## config.mk

```make
export PLATFORM = sky130hd
export DESIGN_NAME = scec_top
export DESIGN_NICKNAME = d
export VERILOG_FILES = /design/src/core/scec_irq_gate.v /design/src/core/scec_top.v
export VERILOG_INCLUDE_DIRS = /design/src /design/src/core
export SDC_FILE = /design/constraint.sdc
export NUM_CORES = 1
export LEC_CHECK = 0
export BUFFER_PORTS_ARGS = -buffer_cell sky130_fd_sc_hd__buf_2
export CORE_AREA = 2 2 87 89
export CTS_CLUSTER_DIAMETER = 30
export DETAILED_ROUTE_END_ITERATION = 8
export DIE_AREA = 0 0 89 91
export GPL_TIMING_DRIVEN = 0
export HOLD_SLACK_MARGIN = 0.06
export PLACE_DENSITY = 0.67
export SETUP_SLACK_MARGIN = 0.5
export SYNTH_ARGS = -nofsm -noshare
export SYNTH_HDL_FRONTEND = slang
export SYNTH_SLANG_ARGS = --single-unit
```

## constraint.sdc

```tcl
create_clock -name aclk -period 1.4 [get_ports aclk]
set_input_delay 0.07 -clock aclk [delete_from_list [all_inputs] [get_ports aclk]]
set_output_delay 0.07 -clock aclk [all_outputs]
set_load 0.02 [all_outputs]
```

## src/core/scec_map.vh

```
// Functional notes
// - Transmit-end request only while its enable bit is 1, else suppressed.
// - Multiprocessor enable 1 blocks receive requests and flag updates until a marked frame.
// - A frame whose multiprocessor bit is 1 clears the multiprocessor enable itself.
// - Multiprocessor enable 0 gives normal reception, every frame updates flags and requests.
// - Receive enable 0 stops reception and leaves the receive pin as port pin.
// - Receive enable 1 starts reception and routes the receive pin as serial data.
// - Transmit enable 1 starts transmission and drives the transmit pin serially.
// - Receive-full and receive-error requests only while receive interrupt enable is 1.
`ifndef SCEC_MAP_VH
`define SCEC_MAP_VH

// Register byte addresses.
`define SCEC_ADDR_CTRL     5'h00
`define SCEC_ADDR_STATUS   5'h04
`define SCEC_ADDR_IRQ_STAT 5'h08
`define SCEC_ADDR_IRQ_CLR  5'h0c
`define SCEC_ADDR_IRQ_EN   5'h10
`define SCEC_ADDR_FLAG_CLR 5'h14
`define SCEC_ADDR_W        5

// Control register fields.
`define SCEC_CTRL_TX_END_IE 0
`define SCEC_CTRL_MP_IE     1
`define SCEC_CTRL_RX_EN     2
`define SCEC_CTRL_TX_EN     3
`define SCEC_CTRL_RX_IE     4
`define SCEC_CTRL_TX_IE     5
`define SCEC_CTRL_W         6
`define SCEC_CTRL_RESET     6'h00

// Status register fields.
`define SCEC_ST_RX_FULL     0
`define SCEC_ST_FRAMING     1
`define SCEC_ST_OVERRUN     2
`define SCEC_ST_RX_PIN      3
`define SCEC_ST_W           4
`define SCEC_FLAG_W         3
`define SCEC_FLAG_RESET     3'h0

// Interrupt status, clear and enable fields.
`define SCEC_EV_ACCEPT      0
`define SCEC_EV_ERROR       1
`define SCEC_EV_TX_END      2
`define SCEC_EV_MP_MATCH    3
`define SCEC_EV_W           4
`define SCEC_EV_RESET       4'h0

// Bus answers.
`define SCEC_RESP_OKAY      2'h0
`define SCEC_RESP_SLVERR    2'h2
`define SCEC_DATA_W         32

`endif

```

## src/core/scec_irq_gate.v

```verilog
`timescale 1ns/1ps
`default_nettype none
`include "scec_map.vh"

// Gates the four unit interrupt requests by their enable bits.
module scec_irq_gate (
  input  wire aclk,
  input  wire aresetn,
  input  wire ce,
  input  wire tx_end_ie,
  input  wire mp_ie,
  input  wire rx_ie,
  input  wire tx_ie,
  input  wire rx_full_flag,
  input  wire error_any,
  input  wire tx_end,
  input  wire tx_data_empty,
  output reg  tx_end_irq,
  output reg  rx_full_irq,
  output reg  rx_error_irq,
  output reg  tx_empty_irq
);

  wire rx_allow;

  // Receive requests need the receive interrupt enable and no pending address hunt.
  assign rx_allow = rx_ie & ~mp_ie;

  // Requests are registered so they never glitch on the way out.
  always @(posedge aclk) begin
    if (!aresetn) begin
      tx_end_irq   <= 1'b0;
      rx_full_irq  <= 1'b0;
      rx_error_irq <= 1'b0;
      tx_empty_irq <= 1'b0;
    end else if (ce) begin
      tx_end_irq   <= tx_end & tx_end_ie;
      rx_full_irq  <= rx_full_flag & rx_allow;
      rx_error_irq <= error_any & rx_allow;
      tx_empty_irq <= tx_data_empty & tx_ie;
    end
  end

endmodule // scec_irq_gate
`default_nettype wire

```

## src/core/scec_top.v

```verilog
// Chosen here: the placing of the registers and the AXI4-Lite register port.
`timescale 1ns/1ps
`default_nettype none
`include "scec_map.vh"

// Control-bit logic of the serial unit with an AXI4-Lite register port.
module scec_top (
  input  wire                         aclk,
  input  wire                         aresetn,
  input  wire                         ce,
  // AXI4-Lite slave.
  input  wire [`SCEC_ADDR_W-1:0]      s_axi_awaddr,
  input  wire                         s_axi_awvalid,
  output wire                         s_axi_awready,
  input  wire [`SCEC_DATA_W-1:0]      s_axi_wdata,
  input  wire [3:0]                   s_axi_wstrb,
  input  wire                         s_axi_wvalid,
  output wire                         s_axi_wready,
  output reg  [1:0]                   s_axi_bresp,
  output reg                          s_axi_bvalid,
  input  wire                         s_axi_bready,
  input  wire [`SCEC_ADDR_W-1:0]      s_axi_araddr,
  input  wire                         s_axi_arvalid,
  output wire                         s_axi_arready,
  output reg  [`SCEC_DATA_W-1:0]      s_axi_rdata,
  output reg  [1:0]                   s_axi_rresp,
  output reg                          s_axi_rvalid,
  input  wire                         s_axi_rready,
  // Receive datapath events, same clock.
  input  wire                         rx_frame_done,
  input  wire                         rx_frame_mp_bit,
  input  wire                         rx_frame_ferr,
  // Transmit datapath state, same clock.
  input  wire                         tx_serial_data,
  input  wire                         tx_end,
  input  wire                         tx_data_empty,
  // Port function of the pins.
  input  wire                         port_tx_data,
  input  wire                         port_tx_oe_n,
  output reg                          port_rx_data,
  // Pins.
  input  wire                         rx_pin,
  output reg                          tx_pin_o,
  output reg                          tx_pin_oe_n,
  // Datapath controls and sampled data.
  output reg                          rx_serial_data,
  output wire                         rx_enable,
  output wire                         tx_enable,
  // Interrupt requests.
  output wire                         tx_end_irq,
  output wire                         rx_full_irq,
  output wire                         rx_error_irq,
  output wire                         tx_empty_irq,
  output reg                          irq
);

  reg  [`SCEC_CTRL_W-1:0] ctrl_q;
  reg  [`SCEC_FLAG_W-1:0] flag_q;
  reg  [`SCEC_EV_W-1:0]   ev_stat_q;
  reg  [`SCEC_EV_W-1:0]   ev_en_q;
  reg                     rx_meta_q;
  reg                     rx_sync_q;
  reg                     tx_end_q;
  reg                     aw_got_q;
  reg                     w_got_q;
  reg  [`SCEC_ADDR_W-1:0] awaddr_q;
  reg  [`SCEC_DATA_W-1:0] wdata_q;
  reg                     wlane_q;
  wire                    wr_fire;
  wire [`SCEC_ADDR_W-1:0] wr_addr;
  wire [`SCEC_DATA_W-1:0] wr_data;
  wire                    wr_lane;
  wire                    frame_in;
  wire                    mp_match;
  wire                    accept;
  wire                    set_full;
  wire                    set_ferr;
  wire                    set_oerr;
  wire                    tx_end_rise;
  reg                     wr_ctrl;
  reg                     wr_ev_clr;
  reg                     wr_ev_en;
  reg                     wr_flag_clr;
  reg                     wr_ok;
  reg  [`SCEC_FLAG_W-1:0] flag_d;
  reg  [`SCEC_EV_W-1:0]   ev_set;
  reg  [`SCEC_EV_W-1:0]   ev_stat_d;
  reg  [`SCEC_CTRL_W-1:0] ctrl_d;
  reg  [`SCEC_DATA_W-1:0] rd_data;
  reg                     rd_ok;

  assign rx_enable = ctrl_q[`SCEC_CTRL_RX_EN];
  assign tx_enable = ctrl_q[`SCEC_CTRL_TX_EN];

  // Two flops bring the asynchronous receive pin into the clock domain.
  always @(posedge aclk) begin
    if (!aresetn) begin
      rx_meta_q <= 1'b1;
      rx_sync_q <= 1'b1;
    end else if (ce) begin
      rx_meta_q <= rx_pin;
      rx_sync_q <= rx_meta_q;
    end
  end

  // Pin routing: serial function when enabled, port function otherwise.
  always @(posedge aclk) begin
    if (!aresetn) begin
      rx_serial_data <= 1'b1;
      port_rx_data   <= 1'b1;
      tx_pin_o       <= 1'b1;
      tx_pin_oe_n    <= 1'b1;
    end else if (ce) begin
      if (rx_enable) begin
        rx_serial_data <= rx_sync_q;
        port_rx_data   <= 1'b1;
      end else begin
        rx_serial_data <= 1'b1; // Line idles high to the receiver.
        port_rx_data   <= rx_sync_q;
      end
      if (tx_enable) begin
        tx_pin_o    <= tx_serial_data;
        tx_pin_oe_n <= 1'b0;
      end else begin
        tx_pin_o    <= port_tx_data;
        tx_pin_oe_n <= port_tx_oe_n;
      end
    end
  end

  // A frame counts only while reception is on; the hunt filters the rest.
  assign frame_in = rx_frame_done & rx_enable;
  assign mp_match = frame_in & rx_frame_mp_bit;
  assign accept   = frame_in &
                    (~ctrl_q[`SCEC_CTRL_MP_IE] | rx_frame_mp_bit);
  assign set_full = accept;
  assign set_ferr = accept & rx_frame_ferr;
  assign set_oerr = accept & flag_q[`SCEC_ST_RX_FULL];
  assign tx_end_rise = tx_end & ~tx_end_q;

  // Write side of the bus: address and data are taken in either order.
  // Readies stay low while the clock enable is low, so no beat is lost.
  assign s_axi_awready = ce & ~aw_got_q & ~s_axi_bvalid;
  assign s_axi_wready  = ce & ~w_got_q & ~s_axi_bvalid;
  assign wr_addr = aw_got_q ? awaddr_q : s_axi_awaddr;
  assign wr_data = w_got_q ? wdata_q : s_axi_wdata;
  assign wr_lane = w_got_q ? wlane_q : s_axi_wstrb[0];
  assign wr_fire = ce & ~s_axi_bvalid &
                   (aw_got_q | s_axi_awvalid) & (w_got_q | s_axi_wvalid);

  // Write address decode; only byte lane 0 carries register bits.
  always @* begin
    wr_ctrl     = 1'b0;
    wr_ev_clr   = 1'b0;
    wr_ev_en    = 1'b0;
    wr_flag_clr = 1'b0;
    wr_ok       = 1'b1;
    if (wr_addr == `SCEC_ADDR_CTRL) begin
      wr_ctrl = wr_fire & wr_lane;
    end else if (wr_addr == `SCEC_ADDR_IRQ_CLR) begin
      wr_ev_clr = wr_fire & wr_lane;
    end else if (wr_addr == `SCEC_ADDR_IRQ_EN) begin
      wr_ev_en = wr_fire & wr_lane;
    end else if (wr_addr == `SCEC_ADDR_FLAG_CLR) begin
      wr_flag_clr = wr_fire & wr_lane;
    end else if (wr_addr == `SCEC_ADDR_STATUS ||
                 wr_addr == `SCEC_ADDR_IRQ_STAT) begin
      wr_ok = 1'b1; // Read-only registers ignore the write.
    end else begin
      wr_ok = 1'b0;
    end
  end

  // Write channel bookkeeping and the response.
  always @(posedge aclk) begin
    if (!aresetn) begin
      aw_got_q     <= 1'b0;
      w_got_q      <= 1'b0;
      awaddr_q     <= {`SCEC_ADDR_W{1'b0}};
      wdata_q      <= {`SCEC_DATA_W{1'b0}};
      wlane_q      <= 1'b0;
      s_axi_bvalid <= 1'b0;
      s_axi_bresp  <= `SCEC_RESP_OKAY;
    end else if (ce) begin
      if (wr_fire) begin
        aw_got_q     <= 1'b0;
        w_got_q      <= 1'b0;
        s_axi_bvalid <= 1'b1;
        s_axi_bresp  <= wr_ok ? `SCEC_RESP_OKAY : `SCEC_RESP_SLVERR;
      end else begin
        if (s_axi_awvalid && s_axi_awready) begin
          aw_got_q <= 1'b1;
          awaddr_q <= s_axi_awaddr;
        end
        if (s_axi_wvalid && s_axi_wready) begin
          w_got_q <= 1'b1;
          wdata_q <= s_axi_wdata;
          wlane_q <= s_axi_wstrb[0];
        end
        if (s_axi_bvalid && s_axi_bready) begin
          s_axi_bvalid <= 1'b0;
        end
      end
    end
  end

  // Control next value: the hunt bit drops by itself on a marked frame.
  always @* begin
    ctrl_d = ctrl_q;
    if (wr_ctrl) begin
      ctrl_d = wr_data[`SCEC_CTRL_W-1:0];
    end
    if (mp_match) begin
      ctrl_d[`SCEC_CTRL_MP_IE] = 1'b0;
    end
  end

  // Receive flags: hardware setting wins over a clear in the same cycle.
  always @* begin
    flag_d = flag_q;
    if (wr_flag_clr) begin
      flag_d = flag_q & ~wr_data[`SCEC_FLAG_W-1:0];
    end
    if (set_full) begin
      flag_d[`SCEC_ST_RX_FULL] = 1'b1;
    end
    if (set_ferr) begin
      flag_d[`SCEC_ST_FRAMING] = 1'b1;
    end
    if (set_oerr) begin
      flag_d[`SCEC_ST_OVERRUN] = 1'b1;
    end
  end

  // Sticky event bits: set wins over the write-one clear.
  always @* begin
    ev_set = {`SCEC_EV_W{1'b0}};
    ev_set[`SCEC_EV_ACCEPT]   = accept;
    ev_set[`SCEC_EV_ERROR]    = set_ferr | set_oerr;
    ev_set[`SCEC_EV_TX_END]   = tx_end_rise;
    ev_set[`SCEC_EV_MP_MATCH] = mp_match;
    ev_stat_d = ev_stat_q;
    if (wr_ev_clr) begin
      ev_stat_d = ev_stat_q & ~wr_data[`SCEC_EV_W-1:0];
    end
    ev_stat_d = ev_stat_d | ev_set;
  end

  // State registers of the control block.
  always @(posedge aclk) begin
    if (!aresetn) begin
      ctrl_q    <= `SCEC_CTRL_RESET;
      flag_q    <= `SCEC_FLAG_RESET;
      ev_stat_q <= `SCEC_EV_RESET;
      ev_en_q   <= `SCEC_EV_RESET;
      tx_end_q  <= 1'b0;
      irq       <= 1'b0;
    end else if (ce) begin
      ctrl_q    <= ctrl_d;
      flag_q    <= flag_d;
      ev_stat_q <= ev_stat_d;
      tx_end_q  <= tx_end;
      if (wr_ev_en) begin
        ev_en_q <= wr_data[`SCEC_EV_W-1:0];
      end
      irq <= |(ev_stat_q & ev_en_q);
    end
  end

  // Read address decode.
  always @* begin
    rd_data = {`SCEC_DATA_W{1'b0}};
    rd_ok   = 1'b1;
    if (s_axi_araddr == `SCEC_ADDR_CTRL) begin
      rd_data[`SCEC_CTRL_W-1:0] = ctrl_q;
    end else if (s_axi_araddr == `SCEC_ADDR_STATUS) begin
      rd_data[`SCEC_FLAG_W-1:0] = flag_q;
      rd_data[`SCEC_ST_RX_PIN]  = rx_sync_q;
    end else if (s_axi_araddr == `SCEC_ADDR_IRQ_STAT) begin
      rd_data[`SCEC_EV_W-1:0] = ev_stat_q;
    end else if (s_axi_araddr == `SCEC_ADDR_IRQ_EN) begin
      rd_data[`SCEC_EV_W-1:0] = ev_en_q;
    end else if (s_axi_araddr == `SCEC_ADDR_IRQ_CLR ||
                 s_axi_araddr == `SCEC_ADDR_FLAG_CLR) begin
      rd_ok = 1'b1; // Write-only registers read as zero.
    end else begin
      rd_ok = 1'b0;
    end
  end

  // Read channel: one read in flight, answered the cycle after it is taken.
  assign s_axi_arready = ce & ~s_axi_rvalid;

  always @(posedge aclk) begin
    if (!aresetn) begin
      s_axi_rvalid <= 1'b0;
      s_axi_rdata  <= {`SCEC_DATA_W{1'b0}};
      s_axi_rresp  <= `SCEC_RESP_OKAY;
    end else if (ce) begin
      if (s_axi_arvalid && s_axi_arready) begin
        s_axi_rvalid <= 1'b1;
        s_axi_rdata  <= rd_data;
        s_axi_rresp  <= rd_ok ? `SCEC_RESP_OKAY : `SCEC_RESP_SLVERR;
      end else if (s_axi_rvalid && s_axi_rready) begin
        s_axi_rvalid <= 1'b0;
      end
    end
  end

  // Request gating by the enable bits.
  scec_irq_gate u_gate (
    .aclk          (aclk),
    .aresetn       (aresetn),
    .ce            (ce),
    .tx_end_ie     (ctrl_q[`SCEC_CTRL_TX_END_IE]),
    .mp_ie         (ctrl_q[`SCEC_CTRL_MP_IE]),
    .rx_ie         (ctrl_q[`SCEC_CTRL_RX_IE]),
    .tx_ie         (ctrl_q[`SCEC_CTRL_TX_IE]),
    .rx_full_flag  (flag_q[`SCEC_ST_RX_FULL]),
    .error_any     (flag_q[`SCEC_ST_FRAMING] | flag_q[`SCEC_ST_OVERRUN]),
    .tx_end        (tx_end),
    .tx_data_empty (tx_data_empty),
    .tx_end_irq    (tx_end_irq),
    .rx_full_irq   (rx_full_irq),
    .rx_error_irq  (rx_error_irq),
    .tx_empty_irq  (tx_empty_irq)
  );

endmodule // scec_top
`default_nettype wire

```

==> impl_metrics.csv, run 1 <==
group,metric,value,unit
synthesis,yosys.area_share.simple,0.2406,
detailed_routing,vias_per_cell,4.900,
synthesis,avgSynthCellArea,8.834,um^2
clock_tree,clock-sinks,53,
power,power.leakage,1.826,nW
critical_path,arrival,1700,ps
timing,period_needed,1507,ps
synthesis,synth_most_common_cell,"dfxtp_1",
synthesis,ys_seq_area_frac,0.3813,
critical_path,rr_worst_depth,4,
worst_hold_path,hold_path_end,"tx_pin_o$_SDFFE_PN1P_",
synthesis,ys_types,45,
clock_tree,numCtsBuffers,5,
clock_tree,cts_tree,"done",
worst_hold_path,min_path_type,"input port to flip-flop",
placed_design,port-buffer-count,56,
global_route,grt_pass1_vias,2450,
timing,fin_ws,-106.5,ps
synthesis,synth_mux_area_frac,0.1214,
critical_path,r2r-end,"flag_q[0]$_SDFFE_PN0P_",
finish,nets,505,
flow_run,cap_violations,0,
floorplan,num_rows,31,
worst_hold_path,whs_path_depth,5,
detailed_routing,drtIter0Drc,148,
floorplan,die_height,91,um
synthesis,yosysTopAreaCellShare,0.3813,
global_route,track_usage,0.1855,
timing,layout_worst_path_cycle_share,1.076,
detailed_routing,drc,0,
floorplan,start_util,0.3899,
clock_tree,htree_levels,2,
timing,fin_skew,7.840,ps
power,power.total,0.003391,W
synthesis,synth_commonest_cells,"dfxtp_1 (53), nand2_1 (39), buf_4 (29), mux2i_1 (27), o21ai_0 (21)",
timing,clock.fmax,663.8,MHz
synthesis,synth_flop_cell,"dfxtp_1",
worst_hold_path,hp-start,"port_tx_data",
detailed_routing,num_vias,2656,
timing,rsz0062_at_grt,"yes",
global_route,grt_pass1_wl,11820,um
synthesis,synth_compound_area_frac,0.1502,
finish,syn_to_final_growth,49.55,%
timing,setup_viol,24,
timing,report.final.slew_viol_count,0,
synthesis,synth_top_family_by_area,"simple AND/OR/NAND/NOR gates",
finish,drive_gt1_frac,0.4447,
synthesis,synthArstFlopShare,0,
detailed_routing,ant_nets,0,
detailed_routing,drt-total-wl,7959,um
detailed_routing,dr.pass1.iters,5,
floorplan,design.core.area,7137,um^2
synthesis,yosys-top-cells-area,"dfxtp_1 (38%), mux2i_1 (9.7%), buf_4 (7.8%)",
finish,diodes,0,
timing,holdWs,78.61,ps
synthesis,yosysTopAreaCell,"dfxtp_1",
synthesis,synthAdderAreaFrac,0,
critical_path,endpoint_kind,"flip-flop",
power,vdd_drop_max,0.3688,mV
timing,hold_viol,0,
placed_design,routabilityCongestion,0.8551,
synthesis,synth_area,2783,um^2
critical_path,cp-start-kind,"flip-flop",
synthesis,synth_edf_count,0,
clock_tree,clock_path_buffers,2,
synthesis,synth_xor_area_frac,0,
floorplan,dieWidth,89,um
global_route,antenna_found_initial,0,
synthesis,yosys_warnings,0,
clock_tree,root_buffer,"clkbuf_8",
floorplan,dieArea,8099,um^2
critical_path,critPathKind,"flip-flop to flip-flop",
outcome,violations,"negative setup slack",
critical_path,regToRegStartpoint,"aw_got_q$_SDFFE_PN0P_",
power,power.density,814.8,nW/um^2
synthesis,ys_ff_latch,53,
clock_tree,path_clk_slew,100,ps
critical_path,required,1600,ps
critical_path,rrSetupSlack,-110,ps
clock_tree,clk_latency,320,ps
synthesis,netlist_instances,315,
floorplan,ios,115,
critical_path,path_max_fanout,7,
outcome,status,"finished, violations left",
global_route,grt_overflow,0,
global_route,grt_max_degree,17,
detailed_routing,wire_per_inst,14.68,um
placed_design,place_hpwl,5136,um
## layout by cell type (no fill, tap or decap), types with 4 or more instances in the layout
cell | netlist | final
buf_4 | 29 | 56
nand2_1 | 39 | 37
buf_2 | 6 | 34
dfxtp_1 | 53 | 31
conb_1 | 1 | 28
mux2i_1 | 27 | 26
buf_6 | 0 | 21
nor2b_1 | 19 | 17
dfxtp_2 | 0 | 17
dlygate4sd3_1 | 0 | 15
o21ai_0 | 21 | 13
nor2_1 | 18 | 12
nand3_1 | 8 | 7
nand2b_1 | 7 | 6
clkbuf_8 | 0 | 6
a31oi_1 | 6 | 5
a21oi_1 | 8 | 5
dfxtp_4 | 0 | 5
inv_1 | 4 | 4
clkbuf_2 | 0 | 4
clkbuf_1 | 8 | 4
o21ai_1 | 0 | 4
a21boi_0 | 6 | 4
a221o_1 | 4 | 4
o21ai_2 | 0 | 4
## routing by layer
layer | up-vias | share of wire | global-route usage
met1 | 1230 | 0.41 | 0.2346
met5 | - | 0 | 0
met3 | 20 | 0.056 | 0.03636
li1 | 1310 | - | -
met4 | 0 | 0.023 | 0.06592
met2 | 96 | 0.52 | 0.3097
## final cells by class
type / instances / area, um^2
multi-input cells: 242 / 1758
inverters: 4 / 15.01
well taps: 99 / 123.9
clock buffers: 7 / 97.59
flip-flops and latches: 53 / 1101
plain buffers: 43 / 321.6
repair buffers: 93 / 735.7
clock inverters: 1 / 8.758
fillers: 630 / 2975
## critical path, stage by stage (launching register included)
cell	delay (ps)
dfxtp_4	430
buf_8	160
mux2_4	320
nor4_4	340
a21oi_1	130
## report_power, final
part	leakage, nW	internal [W]	switching [W]
registers	0.439	0.00155	0.0000408
clock network	0.0536	0.000466	0.000531
logic	1.33	0.000388	0.000415
## kinds of logic after synthesis
group	count (synthesis)
buffers and inverters	47
multiplexers	33
other	1
AND/OR/NAND/NOR	118
flip-flops	53
AO/OA/AOI/OAI	63
## flip-flops by register name, indices dropped and copies added (netlist names), 3 cells and up
register / count
ctrl_q: 6
flag_q: 3
wdata_q: 6
s_axi_rdata: 6
ev_en_q: 4
ev_stat_q: 4
awaddr_q: 5
## metrics by stage
stage / utilization / instances / worst slack, ps / setup TNS, ps / instance area, um^2
final: 0.5831 / 542 / -106.5 / -942.5 / 4161
after global routing: 0.5831 / 542 / -169.4 / -2589 / 4161
after CTS: 0.5423 / 531 / -35.07 / -222.4 / 3870
after detailed placement: 0.4721 / 497 / -72.99 / -754.7 / 3369
after global placement: 0.4721 / 497 / -51.96 / -320.3 / 3369
after floorplan: - / 342 / 92.10 / 0 / 2965
## repair_timing
| action | in CTS | in global routing |
|---|---|---|
| resized for setup | 53 | 72 |
| hold buffers | 14 | 1 |
| hold endpoints to repair | 14 | 1 |
| cloned | 2 | 0 |
| buffers inserted | 10 | 10 |
| setup endpoints to repair | 56 | 74 |
| pin swaps | 15 | 17 |
## how the worst max path moves through the flow
stage	startpoint	to	slack [ps]	cells past startpoint
detailed placement	aw_got_q$_SDFFE_PN0P_	ev_stat_q[1]$_SDFFE_PN0P_	-70	5
finish	aw_got_q$_SDFFE_PN0P_	flag_q[0]$_SDFFE_PN0P_	-110	4
CTS	aw_got_q$_SDFFE_PN0P_	flag_q[1]$_SDFFE_PN0P_	-40	4
floorplan	aw_got_q$_SDFFE_PN0P_	flag_q[1]$_SDFFE_PN0P_	90	4
global route	aw_got_q$_SDFFE_PN0P_	ev_en_q[3]$_SDFFE_PN0P_	-170	4
global placement	aw_got_q$_SDFFE_PN0P_	ev_stat_q[1]$_SDFFE_PN0P_	-50	5
(Power assumes the default switching activity.)
==> run 2: changes to the inputs <==
PLACE_DENSITY = 0.64   (was 0.67)
clock period = 1.91 ns   (was 1.4 ns; I/O delays follow)
==> run 2 against run 1 <==
The flow now finishes without violations; largest cell class unchanged; core utilization down 7.8 points; first-iteration DRC count is 26% lower; sequential power down 27%; highest routed layer unchanged; combinational power down 42%; fmax up 2.7%; setup slack better by 550 ps; final cell count fell by 4.4%; wire length fell by 14%; flip-flop and latch count unchanged; final area is 13% lower.
==> impl_metrics.csv, run 2 (synthesis results as in run 1) <==
group,metric,value,unit
detailed_routing,ant_nets,0,
clock_tree,clock_path_buffers,2,
global_route,antenna_found_initial,0,
floorplan,start_util,0.3899,
power,power.total,0.002242,W
detailed_routing,drc,0,
finish,reg.largest.list,"ctrl_q (6), s_axi_rdata (6), wdata_q (6)",
timing,report.final.slew_viol_count,0,
timing,setup_viol,0,
floorplan,die_height,91,um
detailed_routing,num_vias,2438,
timing,finalSetupTns,0,ps
outcome,status,"complete, no violations",
critical_path,path_max_fanout,7,
global_route,grt_overflow,0,
floorplan,dieWidth,89,um
critical_path,rr_worst_depth,4,
finish,syn_to_final_growth,29.54,%
global_route,grt_pass1_wl,10730,um
detailed_routing,drt-total-wl,6808,um
finish,nets,481,
finish,most-common-layout-cells,"buf_2 (59), dfxtp_1 (52), nand2_1 (38)",
finish,finalInstanceArea,3605,um^2
finish,drive_gt1_frac,0.3222,
floorplan,ios,115,
detailed_routing,vias_per_cell,4.707,
critical_path,startpoint,"aw_got_q$_SDFFE_PN0P_",
floorplan,design.core.area,7137,um^2
critical_path,critPathKind,"flip-flop to flip-flop",
clock_tree,clock-sinks,53,
clock_tree,root_buffer,"clkbuf_8",
finish,fillCellCount,695,
placed_design,place_area,3288,um^2
critical_path,r2r-end,"flag_q[1]$_SDFFE_PN0P_",
power,vdd_drop_max,0.2587,mV
placed_design,routabilityCongestion,0.8481,
critical_path,cp-start-kind,"flip-flop",
power,power.density,622.1,nW/um^2
detailed_routing,wire_per_inst,13.14,um
worst_hold_path,min_path_type,"input port to flip-flop",
timing,clock.fmax,681.6,MHz
critical_path,endpoint_kind,"flip-flop",
placed_design,port-buffer-count,56,
timing,rsz0062_at_grt,"yes",
critical_path,arrival,1660,ps
finish,seq_area,1065,um^2
finish,diodes,0,
floorplan,num_rows,31,
finish,multiInputGateArea,1628,um^2
timing,layout_worst_path_cycle_share,0.7681,
clock_tree,numCtsBuffers,5,
detailed_routing,drtIter0Drc,110,
placed_design,place_hpwl,5104,um
timing,fin_skew,7.528,ps
timing,worst_pin_slew,522.0,ps
timing,maxSlewHeadroom,0.6520,
clock_tree,htree_levels,2,
clock_tree,cts_tree,"done",
timing,hold_viol,0,
finish,finalCoreUtilization,0.5051,
power,power.leakage,1.648,nW
floorplan,dieArea,8099,um^2
finish,final_common_cell,"buf_2",
critical_path,endpoint,"flag_q[1]$_SDFFE_PN0P_",
timing,period_needed,1467,ps
critical_path,regToRegStartpoint,"aw_got_q$_SDFFE_PN0P_",
timing,holdWs,64.43,ps
clock_tree,path_clk_slew,90,ps
clock_tree,clk_latency,310,ps
critical_path,rrSetupSlack,440,ps
detailed_routing,dr.pass1.iters,4,
critical_path,required,2100,ps
global_route,grt_max_degree,16,
global_route,track_usage,0.1689,
global_route,grt_pass1_vias,2282,
flow_run,cap_violations,0,
## run 2: cell types whose count changed in the layout (fill, tap and decap cells not counted), moves of 8 or more
cell           before  now
dlygate4sd3_1      15    6
o21ai_0            13   21
dfxtp_1            31   52
buf_4              56   35
buf_6              21    3
dfxtp_2            17    0
buf_2              34   59
## run 2: cell type report
cell class,count,area share
plain buffers,43,0.08157
repair buffers,69,0.1100
multi-input cells,242,0.4516
clock inverters,2,0.002777
flip-flops and latches,53,0.2954
well taps,99,0.03436
inverters,4,0.004165
clock buffers,6,0.02013
## run 2: metrics by stage
stage          setup slack (ps)  cells
2_1_floorplan             537.1    342
3_3_place_gp              314.4    497
3_5_place_dp              304.6    497
4_1_cts                   480.5    518
5_1_grt                   389.5    518
6_report                  442.9    518
## run 2: critical path, cell delays in order (launching register included)
cell     delay [ps]
dfxtp_4         410
buf_6           140
mux2_4          320
nor4_4          350
a31oi_1         130
## run 2: worst min path at each step
stage,startpoint,endpoint,slack [ps],cells past startpoint
final,s_axi_wdata[3],wdata_q[3]$_SDFFE_PN0P_,60,3
after global routing,s_axi_wdata[3],wdata_q[3]$_SDFFE_PN0P_,60,3
after CTS,s_axi_awvalid,aw_got_q$_SDFFE_PN0P_,60,3
after detailed placement,rx_pin,rx_meta_q$_SDFFE_PN1P_,330,3
after global placement,rx_pin,rx_meta_q$_SDFFE_PN1P_,320,3
after floorplan,rx_pin,rx_meta_q$_SDFFE_PN1P_,220,2
## run 2: layer usage
layer,up-vias,wire length [um],track usage
li1,1252,-,-
met1,1117,3098,0.2152
met2,64,3227,0.2817
met3,5,388,0.03545
met4,0,93,0.05348
met5,-,0,0
## run 2: timing repair
action                     in CTS  in global routing
hold endpoints to repair        6                  0
hold buffers                    6                  0
buffers inserted                7                  0
setup endpoints to repair      30                 33
pin swaps                       7                 10
gates resized for setup        13                 15
## run 2: where the power goes
part           switching [W]  internal (W)  total [W]
Combinational       0.000263      0.000199   0.000462
Sequential         0.0000245       0.00114    0.00116
Clock               0.000364      0.000255   0.000620
Total               0.000652       0.00159    0.00224
